## config.mk

```make
export PLATFORM = sky130hd
export DESIGN_NAME = ata_sector_write_commands
export DESIGN_NICKNAME = d
export VERILOG_FILES = /design/src/hw/ata_wr_pkg.sv /design/src/hw/ata_sector_write_commands.sv
export SDC_FILE = /design/constraint.sdc
export NUM_CORES = 1
export LEC_CHECK = 0
export BUFFER_PORTS_ARGS = -buffer_cell sky130_fd_sc_hd__buf_4
export CAP_MARGIN = 30
export CORE_MARGIN = 2
export CORE_UTILIZATION = 40
export CTS_CLUSTER_DIAMETER = 120
export DETAILED_ROUTE_END_ITERATION = 10
export PLACE_DENSITY_LB_ADDON = 0.3
export RECOVER_POWER = 50
export SLEW_MARGIN = 20
export SYNTH_ARGS = -nofsm -noshare
export SYNTH_HDL_FRONTEND = slang
export SYNTH_SLANG_ARGS = --single-unit
```

## constraint.sdc

```tcl
create_clock -name clk_i -period 7.5 [get_ports clk_i]
set_input_delay 2.25 -clock clk_i [delete_from_list [all_inputs] [get_ports clk_i]]
set_output_delay 2.25 -clock clk_i [all_outputs]
set_load 0.02 [all_outputs]
```

## src/hw/ata_wr_pkg.sv

```systemverilog
package ata_wr_pkg;
  // Register indices; byte address is four times the index
  localparam logic [3:0] IDX_DATA = 4'h0;
  localparam logic [3:0] IDX_FEATURE = 4'h1;
  localparam logic [3:0] IDX_SEC_CNT = 4'h2;
  localparam logic [3:0] IDX_SEC_NUM = 4'h3;
  localparam logic [3:0] IDX_CYL_LO = 4'h4;
  localparam logic [3:0] IDX_CYL_HI = 4'h5;
  localparam logic [3:0] IDX_DRV_HEAD = 4'h6;
  localparam logic [3:0] IDX_CMD = 4'h7;
  localparam logic [3:0] IDX_ERROR = 4'h8;
  localparam logic [3:0] IDX_STATUS = 4'h9;
  localparam logic [3:0] IDX_IRQ_STS = 4'hA;
  localparam logic [3:0] IDX_IRQ_MASK = 4'hB;
  localparam int IDX_LSB = 2;
  // Opcodes
  localparam logic [7:0] OP_WR_NO_ERASE = 8'h38;
  localparam logic [7:0] OP_WR_VERIFY = 8'h3C;
  // Error flag positions
  localparam int ERR_BBK = 7;
  localparam int ERR_UNC = 6;
  localparam int ERR_IDNF = 4;
  localparam int ERR_ABRT = 2;
  localparam int ERR_AMNF = 0;
  localparam logic [7:0] WR_ERR_MASK = 8'h95;
  localparam logic [7:0] ABRT_CODE = 8'h04;
  // Status flag positions
  localparam int ST_BSY = 7;
  localparam int ST_DRDY = 6;
  localparam int ST_DWF = 5;
  localparam int ST_DSC = 4;
  localparam int ST_DRQ = 3;
  localparam int ST_CORR = 2;
  localparam int ST_ERR = 0;
  // Drive/head register fields
  localparam int DH_LBA = 6;
  // Interrupt status bits
  localparam int IRQ_DRQ = 0;
  localparam int IRQ_DONE = 1;
  localparam int IRQ_W = 2;
  // Transfer length limits
  localparam logic [8:0] MAX_SECTORS = 9'h100;
  localparam logic [8:0] ONE_SECTOR = 9'h001;
  // Command sequencer states, Gray along the path except done back to idle
  typedef enum logic [2:0] {
    ST_IDLE = 3'h0,
    ST_ACCEPT = 3'h1,
    ST_FILL = 3'h3,
    ST_PROG = 3'h2,
    ST_DONE = 3'h6
  } state_e;
endpackage : ata_wr_pkg

```

## src/hw/ata_sector_write_commands.sv

```systemverilog
// Function
// - Opcode 38H writes sectors skipping the implied erase, same handshake as normal write.
// - A sector not pre-erased gets an ordinary write including the erase.
// - The no-erase write follows the normal multi-sector write protocol exactly.
// - Opcode 3CH writes 1 to 256 sectors counted by the sector-count register.
// - Sector count zero means 256 sectors.
// - Writing starts at the addressed sector and steps through consecutive sectors.
// - On accept: busy first, then data request with busy dropped, then wait.
// - No interrupt announces the first buffer fill.
// - A full sector in the buffer raises busy and drops data request.
// - Buffer ready again: busy drops, data request rises, interrupt raised.
// - After the last sector busy holds until completion, then completion interrupt.
// - An error stops the write at the failing sector.
// - After an error the address registers hold the failing sector.
// - Writes report only bad-block, ID-not-found, aborted, address-mark errors.
// - Unknown opcode reports only aborted with ready, seek and error status.
//
// The AHB-Lite register port was chosen for this implementation.
`timescale 1ns/1ps
module ata_sector_write_commands
  import ata_wr_pkg::*;
#(
  parameter int SECTOR_WORDS = 128,
  parameter int SECTORS_PER_TRACK = 32,
  parameter int HEADS = 16
) (
  // Clock and reset
  input wire logic clk_i,
  input wire logic rst_b_i,
  // AHB-Lite slave
  input wire logic hsel_i,
  input wire logic [31:0] haddr_i,
  input wire logic [1:0] htrans_i,
  input wire logic hwrite_i,
  input wire logic [2:0] hsize_i,
  input wire logic [31:0] hwdata_i,
  input wire logic hready_i,
  output logic [31:0] hrdata_o,
  output logic hreadyout_o,
  output logic hresp_o,
  // Interrupt
  output logic irq_o,
  // Flash write engine
  output logic wr_req_o,
  output logic wr_erase_o,
  output logic wr_chs_o,
  output logic [27:0] wr_addr_o,
  output logic [31:0] wr_data_o,
  output logic wr_data_valid_o,
  input wire logic sector_erased_i,
  input wire logic wr_done_i,
  input wire logic [7:0] wr_err_i
);

  localparam int WC_W = $clog2(SECTOR_WORDS);
  localparam logic [WC_W-1:0] LAST_WORD = WC_W'(SECTOR_WORDS - 1);
  localparam logic [7:0] SPT = 8'(SECTORS_PER_TRACK);
  localparam logic [3:0] LAST_HEAD = 4'(HEADS - 1);

  state_e state;
  state_e next_state;
  logic [7:0] feature;
  logic [7:0] sec_cnt;
  logic [7:0] sec_num;
  logic [7:0] cyl_lo;
  logic [7:0] cyl_hi;
  logic [7:0] drv_head;
  logic [7:0] error_flags;
  logic err_bit;
  logic no_erase;
  logic [8:0] remaining;
  logic [WC_W-1:0] word_cnt;
  logic [IRQ_W-1:0] irq_sts;
  logic [IRQ_W-1:0] irq_mask;
  logic dp_wr;
  logic [3:0] dp_idx;

  // Address phase decode
  wire addr_ok = hsel_i && htrans_i[1] && hready_i;
  wire [3:0] a_idx = haddr_i[IDX_LSB+3:IDX_LSB];
  wire mapped = (haddr_i[31:IDX_LSB+4] == '0) && (a_idx <= IDX_IRQ_MASK);

  // Data phase write strobes
  wire wr_feature = dp_wr && (dp_idx == IDX_FEATURE);
  wire wr_sec_cnt = dp_wr && (dp_idx == IDX_SEC_CNT);
  wire wr_sec_num = dp_wr && (dp_idx == IDX_SEC_NUM);
  wire wr_cyl_lo = dp_wr && (dp_idx == IDX_CYL_LO);
  wire wr_cyl_hi = dp_wr && (dp_idx == IDX_CYL_HI);
  wire wr_drv_head = dp_wr && (dp_idx == IDX_DRV_HEAD);
  wire wr_cmd = dp_wr && (dp_idx == IDX_CMD);
  wire wr_data = dp_wr && (dp_idx == IDX_DATA);
  wire wr_irq_sts = dp_wr && (dp_idx == IDX_IRQ_STS);
  wire wr_irq_mask = dp_wr && (dp_idx == IDX_IRQ_MASK);
  wire [7:0] wbyte = hwdata_i[7:0];

  // Status view; ready and seek-complete always stand, fault never
  wire busy = (state == ST_ACCEPT) || (state == ST_PROG) || (state == ST_DONE);
  wire drq = (state == ST_FILL);
  wire idle = (state == ST_IDLE);
  wire [7:0] status_flags = {busy, 1'b1, 1'b0, 1'b1, drq, 1'b0, 1'b0, err_bit};

  // Command acceptance; task file is only writable while idle
  wire tf_open = idle;
  wire known_op = (wbyte == OP_WR_NO_ERASE) || (wbyte == OP_WR_VERIFY);
  wire go = wr_cmd && idle && known_op;
  wire bad_op = wr_cmd && idle && !known_op;

  // Data words are taken only while data request stands
  wire take_word = wr_data && drq;
  wire sector_full = take_word && (word_cnt == LAST_WORD);
  wire prog_end = (state == ST_PROG) && wr_done_i;
  wire prog_bad = prog_end && ((wr_err_i & WR_ERR_MASK) != '0);
  wire prog_ok = prog_end && !prog_bad;
  wire last_sector = (remaining == ONE_SECTOR);

  // Next address: block mode is a flat increment, CHS walks the geometry
  wire lba_mode = drv_head[DH_LBA];
  wire [27:0] cur_addr = {drv_head[3:0], cyl_hi, cyl_lo, sec_num};
  wire [27:0] lba_next = cur_addr + 28'h0000001;
  wire sec_wrap = (sec_num >= SPT);
  wire head_wrap = (drv_head[3:0] >= LAST_HEAD);
  wire [15:0] cyl_next = {cyl_hi, cyl_lo} + 16'h0001;
  wire [7:0] chs_sec = sec_wrap ? 8'h01 : sec_num + 8'h01;
  wire [3:0] chs_head = !sec_wrap ? drv_head[3:0] : (head_wrap ? 4'h0 : drv_head[3:0] + 4'h1);
  wire [15:0] chs_cyl = (sec_wrap && head_wrap) ? cyl_next : {cyl_hi, cyl_lo};
  wire [27:0] chs_next = {chs_head, chs_cyl, chs_sec};
  wire [27:0] step_addr = lba_mode ? lba_next : chs_next;

  // Interrupt events; the first fill after accept raises none
  wire ev_drq = prog_ok && !last_sector;
  wire ev_done = (state == ST_DONE) || prog_bad || bad_op;
  wire [IRQ_W-1:0] irq_set = {ev_done, ev_drq};
  wire [IRQ_W-1:0] irq_clr = wr_irq_sts ? hwdata_i[IRQ_W-1:0] : '0;
  wire [IRQ_W-1:0] next_irq_sts = (irq_sts & ~irq_clr) | irq_set;

  // Read mux evaluated in the address phase, registered for the data phase
  logic [7:0] rd_byte;
  always_comb begin
    case (a_idx)
      IDX_FEATURE: rd_byte = feature;
      IDX_SEC_CNT: rd_byte = sec_cnt;
      IDX_SEC_NUM: rd_byte = sec_num;
      IDX_CYL_LO: rd_byte = cyl_lo;
      IDX_CYL_HI: rd_byte = cyl_hi;
      IDX_DRV_HEAD: rd_byte = drv_head;
      IDX_ERROR: rd_byte = error_flags;
      IDX_STATUS: rd_byte = status_flags;
      IDX_IRQ_STS: rd_byte = 8'(irq_sts);
      IDX_IRQ_MASK: rd_byte = 8'(irq_mask);
      default: rd_byte = 8'h00;
    endcase
  end
  wire [31:0] next_rdata = (addr_ok && !hwrite_i && mapped) ? {24'h000000, rd_byte} : 32'h00000000;

  // Sequencer
  always_comb begin
    next_state = state;
    case (state)
      ST_IDLE: if (go) next_state = ST_ACCEPT;
      ST_ACCEPT: next_state = ST_FILL;
      ST_FILL: if (sector_full) next_state = ST_PROG;
      ST_PROG: begin
        if (prog_bad) begin
          next_state = ST_IDLE;
        end else if (prog_ok) begin
          next_state = last_sector ? ST_DONE : ST_FILL;
        end
      end
      ST_DONE: next_state = ST_IDLE;
      default: next_state = ST_IDLE;
    endcase
  end

  // State register
  always_ff @(posedge clk_i) begin
    if (!rst_b_i) state <= ST_IDLE;
    else state <= next_state;
  end

  // Bus data phase capture; zero wait states, always OKAY
  always_ff @(posedge clk_i) begin
    if (!rst_b_i) begin
      dp_wr <= 1'b0;
      dp_idx <= IDX_DATA;
      hrdata_o <= 32'h00000000;
      hreadyout_o <= 1'b0;
      hresp_o <= 1'b0;
    end else begin
      dp_wr <= addr_ok && hwrite_i && mapped;
      dp_idx <= a_idx;
      hrdata_o <= next_rdata;
      hreadyout_o <= 1'b1;
      hresp_o <= 1'b0;
    end
  end

  // Task file registers; address fields advance only after a clean sector
  always_ff @(posedge clk_i) begin
    if (!rst_b_i) begin
      feature <= 8'h00;
      sec_cnt <= 8'h01;
      sec_num <= 8'h01;
      cyl_lo <= 8'h00;
      cyl_hi <= 8'h00;
      drv_head <= 8'hA0;
    end else if (tf_open) begin
      if (wr_feature) feature <= wbyte;
      if (wr_sec_cnt) sec_cnt <= wbyte;
      if (wr_sec_num) sec_num <= wbyte;
      if (wr_cyl_lo) cyl_lo <= wbyte;
      if (wr_cyl_hi) cyl_hi <= wbyte;
      if (wr_drv_head) drv_head <= wbyte;
    end else if (prog_ok && !last_sector) begin
      // A failed sector leaves the address untouched for the host
      {drv_head[3:0], cyl_hi, cyl_lo, sec_num} <= step_addr;
    end
  end

  // Transfer bookkeeping
  always_ff @(posedge clk_i) begin
    if (!rst_b_i) begin
      remaining <= ONE_SECTOR;
      no_erase <= 1'b0;
      word_cnt <= '0;
    end else if (go) begin
      remaining <= (sec_cnt == 8'h00) ? MAX_SECTORS : {1'b0, sec_cnt};
      no_erase <= (wbyte == OP_WR_NO_ERASE);
      word_cnt <= '0;
    end else begin
      if (take_word) word_cnt <= sector_full ? '0 : word_cnt + 1'b1;
      if (prog_ok) remaining <= remaining - ONE_SECTOR;
    end
  end

  // Error reporting; only write-legal codes pass the mask
  always_ff @(posedge clk_i) begin
    if (!rst_b_i) begin
      error_flags <= 8'h00;
      err_bit <= 1'b0;
    end else if (go) begin
      error_flags <= 8'h00;
      err_bit <= 1'b0;
    end else if (bad_op) begin
      error_flags <= ABRT_CODE;
      err_bit <= 1'b1;
    end else if (prog_bad) begin
      error_flags <= wr_err_i & WR_ERR_MASK;
      err_bit <= 1'b1;
    end
  end

  // Flash engine hand-off; erase is skipped only when asked and already erased
  always_ff @(posedge clk_i) begin
    if (!rst_b_i) begin
      wr_req_o <= 1'b0;
      wr_erase_o <= 1'b1;
      wr_chs_o <= 1'b0;
      wr_addr_o <= 28'h0000000;
      wr_data_o <= 32'h00000000;
      wr_data_valid_o <= 1'b0;
    end else begin
      wr_req_o <= sector_full;
      wr_data_valid_o <= take_word;
      if (take_word) wr_data_o <= hwdata_i;
      if (sector_full) begin
        wr_erase_o <= !(no_erase && sector_erased_i);
        wr_chs_o <= !lba_mode;
        wr_addr_o <= cur_addr;
      end
    end
  end

  // Interrupt status and mask; a new event beats a clear in the same cycle
  always_ff @(posedge clk_i) begin
    if (!rst_b_i) begin
      irq_sts <= '0;
      irq_mask <= '0;
      irq_o <= 1'b0;
    end else begin
      irq_sts <= next_irq_sts;
      if (wr_irq_mask) irq_mask <= hwdata_i[IRQ_W-1:0];
      irq_o <= |(next_irq_sts & (wr_irq_mask ? hwdata_i[IRQ_W-1:0] : irq_mask));
    end
  end
endmodule : ata_sector_write_commands

```

==> reports/results.ini <==
[run_status]
status = complete, but fails checks
violations = capacitance limit, slew limit

[timing]
max_freq_mhz = 185
slew_violations = 34
finClkSkew_ns = 0.00687
setup_viol = 0
whs_ns = 0.447
period_needed_ns = 5.41
fin_crit_sh_pct = 72.2
fin_setup_tns_ns = 0
final-hold-violation-count = 0
maxSlewHeadroom_pct = -21.6
rsz0062_at_grt = no
fin_ws_ns = 2.09
tightest_slew_ns = 1.82

[layout]
final_nets = 1178
drive_gt1_share_pct = 11.8
fill_cells = 1957
area_growth_pct = 18.7
layout_common_cells = 200 x nand2_1, 156 x dfxtp_1, 107 x a21oi_1
mostFrequentLayoutCell = nand2_1
n_antenna_cell = 0
finalNonFillerCells = 1334

[synthesis]
synth-seq-cells = 156
synthFlopType = dfxtp_1
syn_inst = 981
synth_warnings = 0
yosysSeqAreaShare_pct = 40.7
syn_area_sq_um = 7680
synth_cell_type_count = 72
synth-edff-count = 0
synth_top_area_share_pct = 40.7
synthTopCellsByArea = dfxtp_1 41%, nand2_1 9.8%, a21oi_1 7.0%
avgSynthCellArea_sq_um = 7.82
yosys.area.top_type = dfxtp_1
async_reset_ff_share_pct = 0

[worst_setup_path]
worst_ep_arrival_time_ns = 5.77
critPathLaunchType = input port
crit_required_ns = 7.85
cp_slowest_cell = clkbuf_1
critical_path_class = input port to register
crit_buf_inv = 3
crit_chain = clkbuf_1 > clkinv_2 > buf_4 > nor4_1 > mux2i_1 > o211ai_1
crit_family = buffers and inverters
r2r_setup_slack_ns = 4.91
critPathMaxFanout = 83
max_stage_delay_ns = 1.28
endpoint_kind = register

[detailed_routing]
drcViolationCount = 0
wire_per_inst_um = 17.2
dr.pass1.iters = 5
wl_mm = 22.9
ant_nets = 0
viasPerCell = 5.56
drt_iter0_drc = 671
vias = 7420

[floorplanning]
fp.dieArea_sq_um = 20300
start_util_pct = 40.9
ios = 183
die_w_um = 143
die_h_um = 143
row_count = 50
core_area_sq_um = 18800

[grt]
grt_pass1_wl_mm = 36.6
antenna_found_initial = 0
grt_max_degree = 84
overflow = 0
grtUsageTotal_pct = 22.8
grt_pass1_vias = 6965

[clock_network]
clk_latency_ns = 0.43
cts.htree.levels = 4
path_clk_slew_ns = 0.06
cts_buffers = 17
clockBufferDepth = 2
cts-resized-gates = 0
hold_buffers = 0
cts.sink_count = 156
cts-root-buf = clkbuf_16
cts_tree = yes
post_cts_buffers = 0

[power_and_ir_drop]
p_leak_uw = 0.00328
max-vdd-ir-drop_mv = 0.142
p_comb_share_pct = 5.2
p_seq_share_pct = 45.5
powerDensity_nw_per_um2 = 201
finalPower_uw = 1830
swShare_pct = 22.9
power.net_switching_uw = 420
clock_power_share_pct = 49.3
p_int_uw = 1410

[placement]
dp_hpwl_mm = 16.2
dp.cells = 1302
io_buffers = 147
place_ws_ns = 3.10
gp_congestion = 0.931

[min_path]
hold_path.class = register to register

[job]
maxCapViolations = 1

[layout make-up]
type	instances	area (sq um)	area share, %
Sequential cell	156	3120	34.3
Clock buffer	20	457	5.01
Multi-Input combinational cell	742	4130	45.3
Timing Repair Buffer	156	891	9.78
Clock inverter	12	161	1.77
Inverter	14	53.8	0.591
Tap cell	234	293	3.21
[cell usage after synthesis, drive strengths merged, types with 3 or more instances]
master    n
nand2   201
dfxtp   156
a21oi   107
nor2     87
clkbuf   49
buf      44
o21ai    40
mux2i    30
nand3    29
nor4     15
inv      14
nor3     14
a31oi    12
and2     11
nand4    11
a22oi    10
a211oi    9
nand3b    9
nand2b    8
nor2b     8
a221oi    7
ha        7
and3      6
o211ai    6
o31ai     6
o32ai     6
xor2      6
a21o      5
nor4b     5
a32o      4
a32oi     4
mux2      4
nor3b     4
or3       4
or4       4
and4      3
nand4b    3
o21a      3
o31a      3
o41ai     3
[flip-flops by register name (all words and copies together) (netlist names), 8 cells and up]
name / flops
remaining: 9
cyl_hi: 8
feature: 8
drv_head: 8
hrdata_o: 8
cyl_lo: 8
wr_data_o: 32
wr_addr_o: 28
sec_cnt: 8
sec_num: 8
[stage by stage]
step | instance area (sq um) | utilization (%)
after floorplan | 7770 | -
after global placement | 8750 | 46.6
after detailed placement | 8770 | 46.7
after CTS | 9390 | 50.0
after global routing | 9110 | 48.5
final | 9110 | 48.5
[kinds of logic (layout without fill, tap and decap cells)]
logic type	count (synthesis)	after routing	synth area share, %
xor gates and xnor gates	7	7	0.799
DFF	156	156	40.7
AOI/OAI and AO/OA	240	240	19.5
muxes	34	34	4.50
adders and majority gates	7	7	1.14
buffers and inverters	107	202	6.78
and+or+nand+nor	429	429	26.5
other	1	25	0.0489
[path summary, 6_finish.rpt]
path | to | from | depth (start not counted)
hold / removal | wr_data_o[16]$_SDFFE_PN0P_ | wr_data_o[16]$_SDFFE_PN0P_ | 2
hold reg to reg | wr_data_o[16]$_SDFFE_PN0P_ | wr_data_o[16]$_SDFFE_PN0P_ | 2
setup / recovery | cyl_hi[5]$_SDFFE_PN0P_ | rst_b_i | 6
setup reg to reg | state[0]$_SDFFE_PN0P_ | state[1]$_SDFFE_PN0P_ | 6
[power groups by stage]
stage / logic [uW] / registers [uW] / clock network, uW
floorplan: 58.6 / 849 / 0
global placement: 93.8 / 851 / 0
detailed placement: 94.0 / 851 / 0
CTS: 94.4 / 832 / 914
global route: 102 / 832 / 953
finish: 95.0 / 832 / 902
[worst register-to-register path: stages, from the launching register on]
cell and delay [ns]:
dfxtp_1 0.42, or3_1 0.40, buf_4 0.24, nor3_1 0.45, nand2_1 0.43, a32oi_1 0.38
a311oi_1 0.13
[metal layers]
layer | global-route usage, % | part of all wire, %
met3 | 4.95 | 7.4
met2 | 36.7 | 46
met4 | 6.93 | 1.6
met5 | 0 | 0
met1 | 30.5 | 45
Note: power is estimated with default switching activity, not from simulation.
